$ cat src/rtl/bls_pkg.sv
package bls_pkg;
    // clock rates in kHz; the accumulator must hold wrap plus step
    localparam int CLK_KHZ = 125000;
    localparam int TIMER_KHZ = 10000;
    localparam int ACC_W = 18;
    localparam logic [ACC_W-1:0] ACC_STEP = ACC_W'(TIMER_KHZ);
    localparam logic [ACC_W-1:0] ACC_WRAP = ACC_W'(CLK_KHZ);

    // timing figures and derived counts
    localparam int CLK_PERIOD_NS = 8;
    localparam int MIN_ON_NS = 100;
    localparam int MIN_ON_CYCLES =
        (MIN_ON_NS + CLK_PERIOD_NS - 1) / CLK_PERIOD_NS;
    localparam int SHORT_DELAY_US = 500;
    localparam int SHORT_DELAY_TICKS = SHORT_DELAY_US * TIMER_KHZ / 1000;
    localparam int SOFT_STEP_TICKS = 4;
    localparam int DLY_W = 16;
    localparam int ON_W = 5;
    localparam int PER_W = 6;

    // register map
    localparam logic [7:0] REG_FREQ_CFG = 8'h01;
    localparam logic [7:0] REG_STATUS = 8'h10;
    localparam logic [7:0] FREQ_CFG_RESET = 8'h00;
    localparam int FS_LSB = 0;
    localparam int FS_MSB = 2;
    localparam int ST_SHORT = 0;
    localparam int ST_PROT = 1;
    localparam int ST_BOOST = 2;
    localparam int ST_GATE = 3;

    localparam int NCH = 8;
    localparam int FB_W = 8;

    // one-hot sequencer states
    typedef enum logic [7:0] {
        S_IDLE = 8'h01,
        S_GATE = 8'h02,
        S_WAIT = 8'h04,
        S_SHORT = 8'h08,
        S_SAFE = 8'h10,
        S_SOFT = 8'h20,
        S_RUN = 8'h40,
        S_FAULT = 8'h80
    } bls_state_t;

    // switching period in ticks per frequency code
    // 350k,500k,650k,800k,950k,1.2M,1.8M,2.4M; coarse at high rates
    function automatic logic [PER_W-1:0] bls_period_ticks(
        input logic [2:0] sel
    );
        case (sel)
            3'h0: bls_period_ticks = 6'h1c;
            3'h1: bls_period_ticks = 6'h14;
            3'h2: bls_period_ticks = 6'h0f;
            3'h3: bls_period_ticks = 6'h0c;
            3'h4: bls_period_ticks = 6'h0a;
            3'h5: bls_period_ticks = 6'h08;
            3'h6: bls_period_ticks = 6'h05;
            default: bls_period_ticks = 6'h04;
        endcase
    endfunction : bls_period_ticks
endpackage : bls_pkg

$ cat src/rtl/bls_startup_sequencer.sv
// Operation
// RULE1: run while enable high, else shut down
// RULE2: stay disabled until supply lockout clears
// RULE3: timers count a 10 MHz tick; the minimum on-time counter (onCnt) counts 125 MHz clocks instead
// RULE4: three-bit field in 01h picks frequency
// RULE5: first sink disconnect gate to close switch
// RULE6: wait 500 us before output short check
// RULE7: output below 1.2 V disables, no boost
// RULE8: open and over-voltage must pass, then soft start
// RULE9: any input arrival order still starts properly
// RULE10: host should apply supply, dimming, then enable
// RULE11: register dimming ignores the dimming pin
// RULE12: low-side switch turns on each period start
// RULE13: low-side stays on at least 100 ns
// RULE14: comparator trip turns the low-side switch off
// RULE15: lowest active channel voltage is the feedback
// RULE16: gate held low while no fault present
// RULE17: unconnected address pins read as high
// RULE18: board grounds unused channel pins
// RULE19: board ties unused dimming pin high
// RULE20: grounded or disabled channels leave the loop
// RULE21: enable low or lockout returns to idle
// RULE22: status tells short from other failures
`timescale 1ns/10ps
module bls_startup_sequencer
    import bls_pkg::*;
#(
    parameter int SHORT_DELAY = SHORT_DELAY_TICKS
)
(
    // clock and reset
    input wire logic clk,
    input wire logic sys_rst,
    // supply and enable
    input wire logic chipEnable,
    input wire logic supplyOk,
    // comparator levels
    input wire logic outBelowShort,
    input wire logic ledOpenFault,
    input wire logic overVoltFault,
    input wire logic senseTrip,
    // led channels
    input wire logic [NCH-1:0] ledPinGrounded,
    input wire logic [NCH-1:0] channel_enable_bits,
    input wire logic [NCH*FB_W-1:0] led_channel_pin,
    // dimming
    input wire logic dimmingPin,
    input wire logic dimFromRegister,
    // address pins
    input wire logic address_select_low,
    input wire logic addrLowFloating,
    input wire logic address_select_high,
    input wire logic addrHighFloating,
    // register port
    input wire logic regWrite,
    input wire logic regRead,
    input wire logic [7:0] regAddr,
    input wire logic [7:0] regWdata,
    output logic [7:0] regRdata,
    // disconnect gate, open drain
    output logic input_disconnect_gate,
    output logic disconnectGateOe,
    // power stage
    output logic lowSideOn,
    output logic boosting,
    output logic [7:0] softStartLevel,
    // feedback selection
    output logic [NCH-1:0] activeChannels,
    output logic [2:0] feedbackChannel,
    output logic [FB_W-1:0] feedbackLevel,
    output logic feedbackValid,
    // misc status
    output logic dimmingActive,
    output logic [1:0] addressSelect,
    output logic shortFail,
    output logic protectFail
);
    bls_state_t state, next_state;
    logic [DLY_W-1:0] dlyCnt, next_dlyCnt;
    logic [7:0] next_softStartLevel;
    logic [NCH-1:0] next_activeChannels;
    logic next_shortFail;
    logic next_protectFail;
    logic [7:0] freqCfg, next_freqCfg;
    logic [7:0] next_regRdata;
    logic next_lowSideOn;
    logic [ON_W-1:0] onCnt, next_onCnt;
    logic [2:0] next_feedbackChannel;
    logic [FB_W-1:0] next_feedbackLevel;
    logic next_feedbackValid;
    logic next_dimmingActive;
    logic [1:0] next_addressSelect;
    logic tick10m;
    logic periodStart;
    logic switchRun;
    logic powerGood;

    assign powerGood = chipEnable && supplyOk; // [RULE1] [RULE2]
    assign switchRun = (state == S_SOFT) || (state == S_RUN);

    // tick and period timer
    bls_cycle_timer u_timer (
        .clk(clk),
        .sys_rst(sys_rst),
        .run(switchRun),
        .switch_freq_select(freqCfg[FS_MSB:FS_LSB]), // [RULE4]
        .tick10m(tick10m),
        .periodStart(periodStart)
    );

    // states read present levels only, so
    // supply, dimming and enable may come in any order
    always_comb begin
        next_state = state;
        next_dlyCnt = dlyCnt;
        next_softStartLevel = softStartLevel;
        next_activeChannels = activeChannels;
        next_shortFail = shortFail;
        next_protectFail = protectFail;
        if (!powerGood) begin
            next_state = S_IDLE; // [RULE21] [RULE9]
            next_softStartLevel = 8'h00;
            next_dlyCnt = '0;
        end else begin
            case (state)
                S_IDLE: begin
                    next_state = S_GATE;
                    next_shortFail = 1'b0;
                    next_protectFail = 1'b0;
                end
                S_GATE: begin
                    // gate sinks from here
                    next_state = S_WAIT; // [RULE5]
                    next_dlyCnt = DLY_W'(SHORT_DELAY);
                end
                S_WAIT: begin
                    if (tick10m) begin // [RULE3]
                        if (dlyCnt <= DLY_W'(1)) begin
                            next_state = S_SHORT; // [RULE6]
                        end
                        next_dlyCnt = dlyCnt - DLY_W'(1);
                    end
                end
                S_SHORT: begin
                    if (outBelowShort) begin
                        next_state = S_FAULT; // [RULE7]
                        next_shortFail = 1'b1; // [RULE22]
                    end else begin
                        next_state = S_SAFE;
                    end
                end
                S_SAFE: begin
                    // unused strings leave the loop
                    next_activeChannels =
                        channel_enable_bits & ~ledPinGrounded; // [RULE20]
                    if (ledOpenFault || overVoltFault ||
                        (next_activeChannels == '0)) begin
                        next_state = S_FAULT; // [RULE8]
                        next_protectFail = 1'b1; // [RULE22]
                    end else begin
                        next_state = S_SOFT; // [RULE8]
                        next_softStartLevel = 8'h00;
                        next_dlyCnt = DLY_W'(SOFT_STEP_TICKS);
                    end
                end
                S_SOFT: begin
                    // soft start ramps on ticks
                    if (tick10m) begin
                        if (dlyCnt <= DLY_W'(1)) begin
                            next_dlyCnt = DLY_W'(SOFT_STEP_TICKS);
                            if (softStartLevel == 8'hff) begin
                                next_state = S_RUN;
                            end else begin
                                next_softStartLevel =
                                    softStartLevel + 8'h01;
                            end
                        end else begin
                            next_dlyCnt = dlyCnt - DLY_W'(1);
                        end
                    end
                end
                S_RUN: begin
                    next_state = S_RUN;
                end
                S_FAULT: begin
                    // latched until enable or supply drops
                    next_state = S_FAULT;
                end
                default: begin
                    next_state = S_IDLE;
                end
            endcase
        end
    end

    always_ff @(posedge clk or posedge sys_rst) begin
        if (sys_rst) begin
            state <= S_IDLE;
            dlyCnt <= '0;
            softStartLevel <= 8'h00;
            activeChannels <= '0;
            shortFail <= 1'b0;
            protectFail <= 1'b0;
        end else begin
            state <= next_state;
            dlyCnt <= next_dlyCnt;
            softStartLevel <= next_softStartLevel;
            activeChannels <= next_activeChannels;
            shortFail <= next_shortFail;
            protectFail <= next_protectFail;
        end
    end

    // gate sinks from first step until fault or shutdown
    assign input_disconnect_gate = 1'b0;
    assign disconnectGateOe = (state != S_IDLE) &&
        (state != S_FAULT); // [RULE5] [RULE16] [RULE21]
    assign boosting = switchRun;

    // low side: on each period, off on trip past min on
    always_comb begin
        next_lowSideOn = lowSideOn;
        next_onCnt = onCnt;
        if (!switchRun) begin
            next_lowSideOn = 1'b0; // [RULE21]
            next_onCnt = '0;
        end else if (periodStart) begin
            next_lowSideOn = 1'b1; // [RULE12]
            next_onCnt = '0;
        end else if (lowSideOn) begin
            if (onCnt < ON_W'(MIN_ON_CYCLES)) begin
                next_onCnt = onCnt + ON_W'(1); // [RULE13]
            end else if (senseTrip) begin
                next_lowSideOn = 1'b0; // [RULE14]
            end
        end
    end

    always_ff @(posedge clk or posedge sys_rst) begin
        if (sys_rst) begin
            lowSideOn <= 1'b0;
            onCnt <= '0;
        end else begin
            lowSideOn <= next_lowSideOn;
            onCnt <= next_onCnt;
        end
    end

    // lowest active channel, one compare per channel
    logic [FB_W-1:0] minVal [NCH:0];
    logic [2:0] minIdx [NCH:0];
    logic minHit [NCH:0];
    assign minVal[0] = '1;
    assign minIdx[0] = 3'h0;
    assign minHit[0] = 1'b0;
    genvar g;
    generate
        for (g = 0; g < NCH; g++) begin : g_min
            logic [FB_W-1:0] v;
            logic take;
            assign v = led_channel_pin[g*FB_W +: FB_W];
            assign take = activeChannels[g] &&
                (!minHit[g] || (v < minVal[g])); // [RULE15]
            assign minVal[g+1] = take ? v : minVal[g];
            assign minIdx[g+1] = take ? 3'(g) : minIdx[g];
            assign minHit[g+1] = minHit[g] || activeChannels[g];
        end
    endgenerate

    // registered feedback and pin picks
    always_comb begin
        next_feedbackChannel = minIdx[NCH];
        next_feedbackLevel = minVal[NCH];
        next_feedbackValid = minHit[NCH] && switchRun;
        // register dimming ignores the pin
        next_dimmingActive = dimFromRegister || dimmingPin; // [RULE11]
        // a floating pin reads high via the pull-up
        next_addressSelect[0] = addrLowFloating ||
            address_select_low; // [RULE17]
        next_addressSelect[1] = addrHighFloating ||
            address_select_high; // [RULE17]
    end

    always_ff @(posedge clk or posedge sys_rst) begin
        if (sys_rst) begin
            feedbackChannel <= 3'h0;
            feedbackLevel <= '0;
            feedbackValid <= 1'b0;
            dimmingActive <= 1'b0;
            addressSelect <= 2'h3;
        end else begin
            feedbackChannel <= next_feedbackChannel;
            feedbackLevel <= next_feedbackLevel;
            feedbackValid <= next_feedbackValid;
            dimmingActive <= next_dimmingActive;
            addressSelect <= next_addressSelect;
        end
    end

    // frequency config writable, status read-only;
    // new frequency applies at the next period reload
    always_comb begin
        next_freqCfg = freqCfg;
        next_regRdata = regRdata;
        if (regWrite && (regAddr == REG_FREQ_CFG)) begin
            next_freqCfg = regWdata; // [RULE4]
        end
        if (regRead) begin
            case (regAddr)
                REG_FREQ_CFG: next_regRdata = freqCfg;
                REG_STATUS: begin
                    next_regRdata = 8'h00;
                    next_regRdata[ST_SHORT] = shortFail; // [RULE22]
                    next_regRdata[ST_PROT] = protectFail; // [RULE22]
                    next_regRdata[ST_BOOST] = switchRun;
                    next_regRdata[ST_GATE] = disconnectGateOe;
                end
                default: next_regRdata = 8'h00;
            endcase
        end
    end

    always_ff @(posedge clk or posedge sys_rst) begin
        if (sys_rst) begin
            freqCfg <= FREQ_CFG_RESET;
            regRdata <= 8'h00;
        end else begin
            freqCfg <= next_freqCfg;
            regRdata <= next_regRdata;
        end
    end
endmodule : bls_startup_sequencer

$ cat src/rtl/bls_cycle_timer.sv
`timescale 1ns/10ps
module bls_cycle_timer
    import bls_pkg::*;
(
    // clock and reset
    input wire logic clk,
    input wire logic sys_rst,
    // control
    input wire logic run,
    input wire logic [2:0] switch_freq_select,
    // timing outputs
    output logic tick10m,
    output logic periodStart
);
    logic [ACC_W-1:0] acc, next_acc;
    logic next_tick;
    logic [PER_W-1:0] perCnt, next_perCnt;
    logic next_periodStart;
    logic [ACC_W-1:0] sum;

    // fractional divider: 125 MHz has no integer ratio to 10 MHz
    always_comb begin
        sum = acc + ACC_STEP;
        if (sum >= ACC_WRAP) begin
            next_acc = sum - ACC_WRAP;
            next_tick = 1'b1;
        end else begin
            next_acc = sum;
            next_tick = 1'b0;
        end
    end

    // period counter steps on the timer tick only
    always_comb begin
        next_perCnt = perCnt;
        next_periodStart = 1'b0;
        if (!run) begin
            next_perCnt = '0;
        end else if (tick10m) begin
            if (perCnt == '0) begin
                next_periodStart = 1'b1;
                next_perCnt = bls_period_ticks(switch_freq_select)
                    - PER_W'(1);
            end else begin
                next_perCnt = perCnt - PER_W'(1);
            end
        end
    end

    always_ff @(posedge clk or posedge sys_rst) begin
        if (sys_rst) begin
            acc <= '0;
            tick10m <= 1'b0;
            perCnt <= '0;
            periodStart <= 1'b0;
        end else begin
            acc <= next_acc;
            tick10m <= next_tick;
            perCnt <= next_perCnt;
            periodStart <= next_periodStart;
        end
    end
endmodule : bls_cycle_timer

$ cat config.mk
export PLATFORM = sky130hd
export DESIGN_NAME = bls_startup_sequencer
export DESIGN_NICKNAME = d
export VERILOG_FILES = /design/src/rtl/bls_pkg.sv /design/src/rtl/bls_startup_sequencer.sv /design/src/rtl/bls_cycle_timer.sv
export SDC_FILE = /design/constraint.sdc
export NUM_CORES = 1
export LEC_CHECK = 0
export BUFFER_PORTS_ARGS = -buffer_cell sky130_fd_sc_hd__buf_2
export CORE_ASPECT_RATIO = 2
export CORE_MARGIN = 3
export CORE_UTILIZATION = 61
export CTS_CLUSTER_DIAMETER = 80
export DETAILED_ROUTE_END_ITERATION = 7
export GPL_ROUTABILITY_DRIVEN = 0
export PLACE_DENSITY = 0.95
export SYNTH_ARGS = -nofsm -noshare
export SYNTH_HDL_FRONTEND = slang
export SYNTH_HIERARCHICAL = 1
export SYNTH_SLANG_ARGS = --single-unit
$ cat constraint.sdc
create_clock -name clk -period 34 [get_ports clk]
set_clock_uncertainty 0.1 [all_clocks]
set_input_delay 10.2 -clock clk [delete_from_list [all_inputs] [get_ports clk]]
set_output_delay 10.2 -clock clk [all_outputs]
set_load 0.05 [all_outputs]
==> impl_metrics.ini, run 1 <==
[clock_tree]
cts_root_buffer = clkbuf_16
insertion_delay_ps = 340
tritoncts = done
clk_path_buf_depth = 2
cts-hold-fix-buffers = 0
h-tree-depth = 3
postCtsSetupBuffers = 0
clock_sink_count = 102
cts.repair.resized = 0
cts_buffers = 9
clkSlewWorstSetupHoldPaths_ps = 70

[pwr]
ir_drop_uv = 36.08
power_leakage_uw = 0.004527
p_per_area_nw_per_um2 = 28.57

[detailed_routing]
dr_total_vias = 7937
firstDrtPassIters = 7
drt-total-wl_mm = 22.76
drt_drc_violations_left = 0
ant_nets = 0
wl_per_cell_um = 18.66
drt_iter0_markers = 436
vias_per_cell = 6.506

[critical_path]
setup.worst_path.start_class = input port
critPathMaxFanout = 18
path_buf_inv = 8
cp.arrival_ps = 24440
required_ps = 34160
cp_slowest_cell = a311oi_2
criticalPathCategory = in2reg
end_kind = register
crit_path_frequent_cell = a21oi_1
crit_family = compound AO/OA/AOI/OAI gates
crit_path_max_incr_delay_ps = 900

[synthesis]
synthCells = 923
synth_top_area_cell = dfrtp_1
synth_top_area_frac = 0.3165
ys_seq_area_frac = 0.3266
async_reset_ff_frac = 1.000
synth_flop_cell = dfrtp_1
ys_warn_count = 6
synth_cell_types = 85
synth_nets = 1082
syn-cell-area_um2 = 7828
synth_edf_count = 0
ys_ff_latch = 102
synth_area_per_cell_um2 = 8.481
synthTopCellsByArea = dfrtp_1 32%, ha_1 7.5%, nand2_1 4.3%

[timing]
tightest_slew_ps = 1022
post-route-period-util = 0.7141
min_period_ps = 24280
whs_ps = 406.2
fmax_mhz = 41.19
finalSetupTns_ps = 0
setup_viol = 0
relSlewSlack = 0.3185
hold_violations = 0
rsz0062_at_grt = false
maxSlewViolCount = 0

[run_status]
status = complete, no violations

[layout]
antenna-diode-count = 0
area_growth_pct = 14.34
final_nets = 1224
drive_gt1_frac = 0.2037
n_fill_cell = 992

[global_route]
grt_pass1_wl_mm = 36.69
grt_max_degree = 80
antenna_found_initial = 0
track_usage = 0.3169
grt_pass1_vias = 8015
grt-ovfl-total = 0

[job]
cap_viol_max_count = 0

[floorplan]
die_w_um = 86.10
rows = 58
io_pins = 157
die_area_um2 = 14310
die_h_um = 166.2
start_util = 0.6235
core_area_um2 = 12550

[hold_path]
hp-class = reg2reg

[place]
dp_hpwl_mm = 17.72
io_buffers = 155
[registers in the layout, summed over array words and instances, names as in the netlist]
name                 count
u_timer/periodStart      1
state                    8
activeChannels           8
softStartLevel           8
freqCfg                  8
dimmingActive            1
feedbackValid            1
lowSideOn                1
feedbackChannel          3
protectFail              1
feedbackLevel            8
onCnt                    5
addressSelect            2
shortFail                1
u_timer/acc             15
regRdata                 8
dlyCnt                  16
u_timer/tick10m          1
u_timer/perCnt           6
[worst min-delay path: stages, from the launching register on]
cell and delay (ps):
dfrtp_1 350, o21ai_0 80, nand2_1 50
[logic make-up after synthesis]
kind of cell,after synthesis,synth area share
and+or+nand+nor,332,0.2201
AOI/OAI and AO/OA,261,0.2268
buffers and inverters,103,0.05595
DFF,102,0.3266
adders and majority gates,52,0.08152
xor gates and xnor gates,36,0.04028
muxes,36,0.04827
other,1,0.0004791
[cell type report]
class / instances / area, um2 / area share
Tap cell: 150 / 187.7 / 0.02097
Multi-Input combinational cell: 718 / 4833 / 0.5401
Inverter: 75 / 282.8 / 0.03160
Timing Repair Buffer: 159 / 805.8 / 0.09003
Clock buffer: 9 / 225.2 / 0.02516
Clock inverter: 7 / 58.81 / 0.006571
Sequential cell: 102 / 2556 / 0.2856
[path summary, 6_finish.rpt]
path / start / end / slack [ps] / cells after the start
min reg2reg: dlyCnt[7] / dlyCnt[7] / 410 / 2
max: led_channel_pin[6] / feedbackLevel[5] / 9720 / 68
max in group asynchronous: sys_rst / feedbackLevel[5] / 23060 / 3
min: dlyCnt[7] / dlyCnt[7] / 410 / 2
max reg2reg: activeChannels[0] / feedbackLevel[5] / 18910 / 67
min in group asynchronous: sys_rst / u_timer/acc[11] / 9980 / 2
[cells in the final DEF (no fill, tap or decap), drive strengths merged, types with 25 or more instances in the layout]
master  Yosys  routed
a21oi      65      65
buf        11     159
ha         47      47
nor2       71      71
nand2      90      90
dfrtp      99      99
inv        75      76
nand3      25      25
o21ai      70      70
mux2i      25      25
[cells in the mapped netlist, types with 22 or more instances]
library cell,n
nor2_1,71
nand2_1,90
ha_1,47
nand3_1,25
mux2i_1,25
dfrtp_1,99
o21ai_0,64
nor3_1,22
a21oi_1,64
inv_1,75
xnor2_1,22
[metrics by stage]
step | area [um2] | std cells | utilization | worst slack [ps] | power, uW
floorplan | 7828 | 923 | - | 11540 | 144.5
global placement | 8666 | 1204 | 0.6903 | 10540 | 157.4
detailed placement | 8666 | 1204 | 0.6903 | 9750 | 158.4
CTS | 8950 | 1220 | 0.7129 | 10110 | 256.9
global route | 8950 | 1220 | 0.7129 | 8596 | 265.4
finish | 8950 | 1220 | 0.7129 | 9719 | 255.7
[where the power goes]
part	leakage, uW	switching (uW)	internal [uW]
clock	0.000138	48.2	50.7
sequential	0.00132	1.61	123
combinational	0.00307	19.9	12.0
total	0.00453	69.8	186
[per-layer routing]
layer	global-route usage	share of wire	wire length [um]
met1	0.3145	0.33	7413
met2	0.5903	0.55	12510
met3	0.04419	0.062	1400
met4	0.2006	0.063	1436
met5	0	0	0
Power figures use the tool's default switching activity.
==> inputs of run 2 (changes only) <==
--- a/config.mk
+++ b/config.mk
@@ -5,14 +5,15 @@
 export SDC_FILE = /design/constraint.sdc
 export NUM_CORES = 1
 export LEC_CHECK = 0
+export ABC_AREA = 1
 export BUFFER_PORTS_ARGS = -buffer_cell sky130_fd_sc_hd__buf_2
 export CORE_ASPECT_RATIO = 2
 export CORE_MARGIN = 3
-export CORE_UTILIZATION = 61
+export CORE_UTILIZATION = 51
 export CTS_CLUSTER_DIAMETER = 80
 export DETAILED_ROUTE_END_ITERATION = 7
 export GPL_ROUTABILITY_DRIVEN = 0
-export PLACE_DENSITY = 0.95
+export PLACE_DENSITY = 0.86
 export SYNTH_ARGS = -nofsm -noshare
 export SYNTH_HDL_FRONTEND = slang
 export SYNTH_HIERARCHICAL = 1
==> constraint.sdc (replaced) <==
create_clock -name clk -period 21.2 [get_ports clk]
set_clock_uncertainty 0.1 [all_clocks]
set_input_delay 6.36 -clock clk [delete_from_list [all_inputs] [get_ports clk]]
set_output_delay 6.36 -clock clk [all_outputs]
set_load 0.05 [all_outputs]
==> run 2 against run 1 <==
Via count down 2.5%. Non-clock buffer count down 2. Clock-buffer cell count unchanged. Worst hold slack worse by 26 ps. Setup slack got worse by 3800 ps. Combinational power increased by 61%. Sequential share of layout area grew 0.25 points. Core utilization down 10 points. Critical path depth shrank 8. Final area fell by 0.85%. First-iteration DRC count fell by 29%. Critical path type unchanged.
==> impl_metrics.ini, run 2 <==
[pwr]
pwr-share-clk = 0.394
swShare = 0.2795
p_per_area_nw_per_um2 = 46.84
power_leakage_uw = 0.005040
ir_drop_uv = 48.61
power.switching_uw = 116.2
intPower_uw = 299.4
seqPwrFrac = 0.483
p_comb_frac = 0.123

[clock_tree]
postCtsSetupBuffers = 0
clkSlewWorstSetupHoldPaths_ps = 80
clk_path_buf_depth = 2
cts-hold-fix-buffers = 0
cts_root_buffer = clkbuf_16
h-tree-depth = 3
tritoncts = done
cts.repair.resized = 0
clock_sink_count = 102
cts_buffers = 9
insertion_delay_ps = 350

[global_route]
grt-ovfl-total = 0
antenna_found_initial = 0
grt_max_degree = 49
track_usage = 0.2446
grt_pass1_vias = 7649
grt_pass1_wl_mm = 33.00

[layout]
antenna-diode-count = 0
mostFrequentLayoutCells = 315 x nand2_1, 157 x inv_1, 155 x buf_2
area_growth_pct = 16.05
largest_reg_flops = 16
drive_gt1_frac = 0.1940
seq_area_um2 = 2556
final_cells = 1455
biggestRegsByFlops = dlyCnt: 16 flops, u_timer/acc: 15 flops
final_common_cell = nand2_1
final_nets = 1417
multiInputGateArea_um2 = 4374
top_register = dlyCnt
n_fill_cell = 1330

[timing]
hold_violations = 0
setup_viol = 0
tightest_slew_ps = 975.2
post-route-period-util = 0.7215
fmax_mhz = 65.38
maxSlewViolCount = 0
min_period_ps = 15300
finalSetupTns_ps = 0
relSlewSlack = 0.3491
rsz0062_at_grt = false

[floorplan]
rows = 62
core_area_um2 = 14510
start_util = 0.5271
die_h_um = 179.2
io_pins = 157
die_w_um = 92.58
die_area_um2 = 16590

[place]
dpl.cell_count = 1439
io_buffers = 155
dp_hpwl_mm = 16.31

[synthesis]
synth_nets = 1265
synth_cell_types = 46
ys_seq_area_frac = 0.3343
synth.most_common_cell = nand2_1
ys_top_cells_by_count = 315 x nand2_1, 158 x inv_1, 99 x dfrtp_1
synth_top_area_frac = 0.3240
synthCells = 1106
synth_top_area_cell = dfrtp_1
syn-cell-area_um2 = 7646
synth_flop_cell = dfrtp_1
async_reset_ff_frac = 1.000
synth_edf_count = 0
synthTopCellsByArea = dfrtp_1 32%, nand2_1 15%, inv_1 7.8%
ys_ff_latch = 102
ys_warn_count = 6
synth_area_per_cell_um2 = 6.913

[critical_path]
crit_path_max_incr_delay_ps = 300
criticalPathCategory = in2reg
required_ps = 21330
cp_slowest_cell = ha_1
setup.worst_path.start_class = input port
critPathMaxFanout = 18
cp.arrival_ps = 15430
crit_path_frequent_cell = nand2_4
end_kind = register

[detailed_routing]
vias_per_cell = 5.320
wl_per_cell_um = 13.81
ant_nets = 0
drt_iter0_markers = 309
dr_total_vias = 7740
firstDrtPassIters = 7
drt-total-wl_mm = 20.09
drt_drc_violations_left = 0

[job]
cap_viol_max_count = 0

[hold_path]
hp-class = reg2reg

[run_status]
status = complete, no violations
## run 2: changes by cell type in the layout (fill, tap and decap cells not counted), moves of 17 or more
cell,previous run,this run
nand2_1,90,315
inv_1,74,157
nand3_1,25,88
nand2_2,0,27
mux2i_1,25,0
nor2_1,71,92
xnor2_1,22,3
a21oi_1,64,46
nor2b_1,17,0
## run 2: path summary, 6_finish.rpt
path,start,end,slack (ps),cells past startpoint
min in group asynchronous,sys_rst,lowSideOn,5950,2
worst max-delay path,led_channel_pin[7],feedbackLevel[4],5900,60
worst min-delay path,regRdata[7],regRdata[7],380,2
max in group asynchronous,sys_rst,feedbackLevel[7],14010,3
worst min register to register,regRdata[7],regRdata[7],380,2
worst max register to register,activeChannels[0],feedbackLevel[4],11300,60
## run 2: power groups by stage
stage | Sequential [uW] | Clock, uW | Combinational (uW)
after global routing | 201 | 174 | 58.4
after global placement | 204 | 0 | 50.0
after floorplan | 207 | 0 | 27.1
after detailed placement | 204 | 0 | 51.5
final | 201 | 164 | 51.3
after CTS | 201 | 167 | 51.7
## run 2: cell type report
class                   instances  area share
multi-input cells             823      0.4930
flip-flops and latches        102      0.2881
repair buffers                157     0.08911
inverters                     165     0.06994
well taps                     192     0.02707
clock buffers                   9     0.02538
clock inverters                 7    0.007473
## run 2: metal layers
metal | up-vias | global-route usage | share of wire
met1 | 3577 | 0.2455 | 0.36
met5 | - | 0 | 0
met4 | 0 | 0.1086 | 0.039
met2 | 223 | 0.4871 | 0.56
li1 | 3879 | - | -
met3 | 61 | 0.03150 | 0.044
## run 2: kinds of logic after synthesis
group / share of synthesized area
DFF: 0.3343
buffers and inverters: 0.09360
adders and majority gates: 0.07691
muxes: 0.01178
other: 0.0004904
xor gates and xnor gates: 0.01604
and+or+nand+nor: 0.3562
AOI/OAI and AO/OA: 0.1106
## run 2: critical path: cells and delay by family
family | cells | cell delay (ps)
buffers and inverters | 2 | 140
AO/OA/AOI/OAI | 20 | 3900
AND/OR/NAND/NOR | 31 | 2970
adder cells (fa/ha/maj) | 7 | 2010
## run 2: through the flow
step                worst slack [ps]  power, uW  cell area [um2]  utilization  hold slack [ps]
global placement                5913      254.3             8582       0.5916            361.6
global route                    4823      433.7             8874       0.6117            417.9
detailed placement              5552      255.9             8582       0.5916            368.2
finish                          5905      415.6             8874       0.6117            379.9
CTS                             5913      419.0             8874       0.6117            388.4
floorplan                       5768      234.4             7646            -            363.2
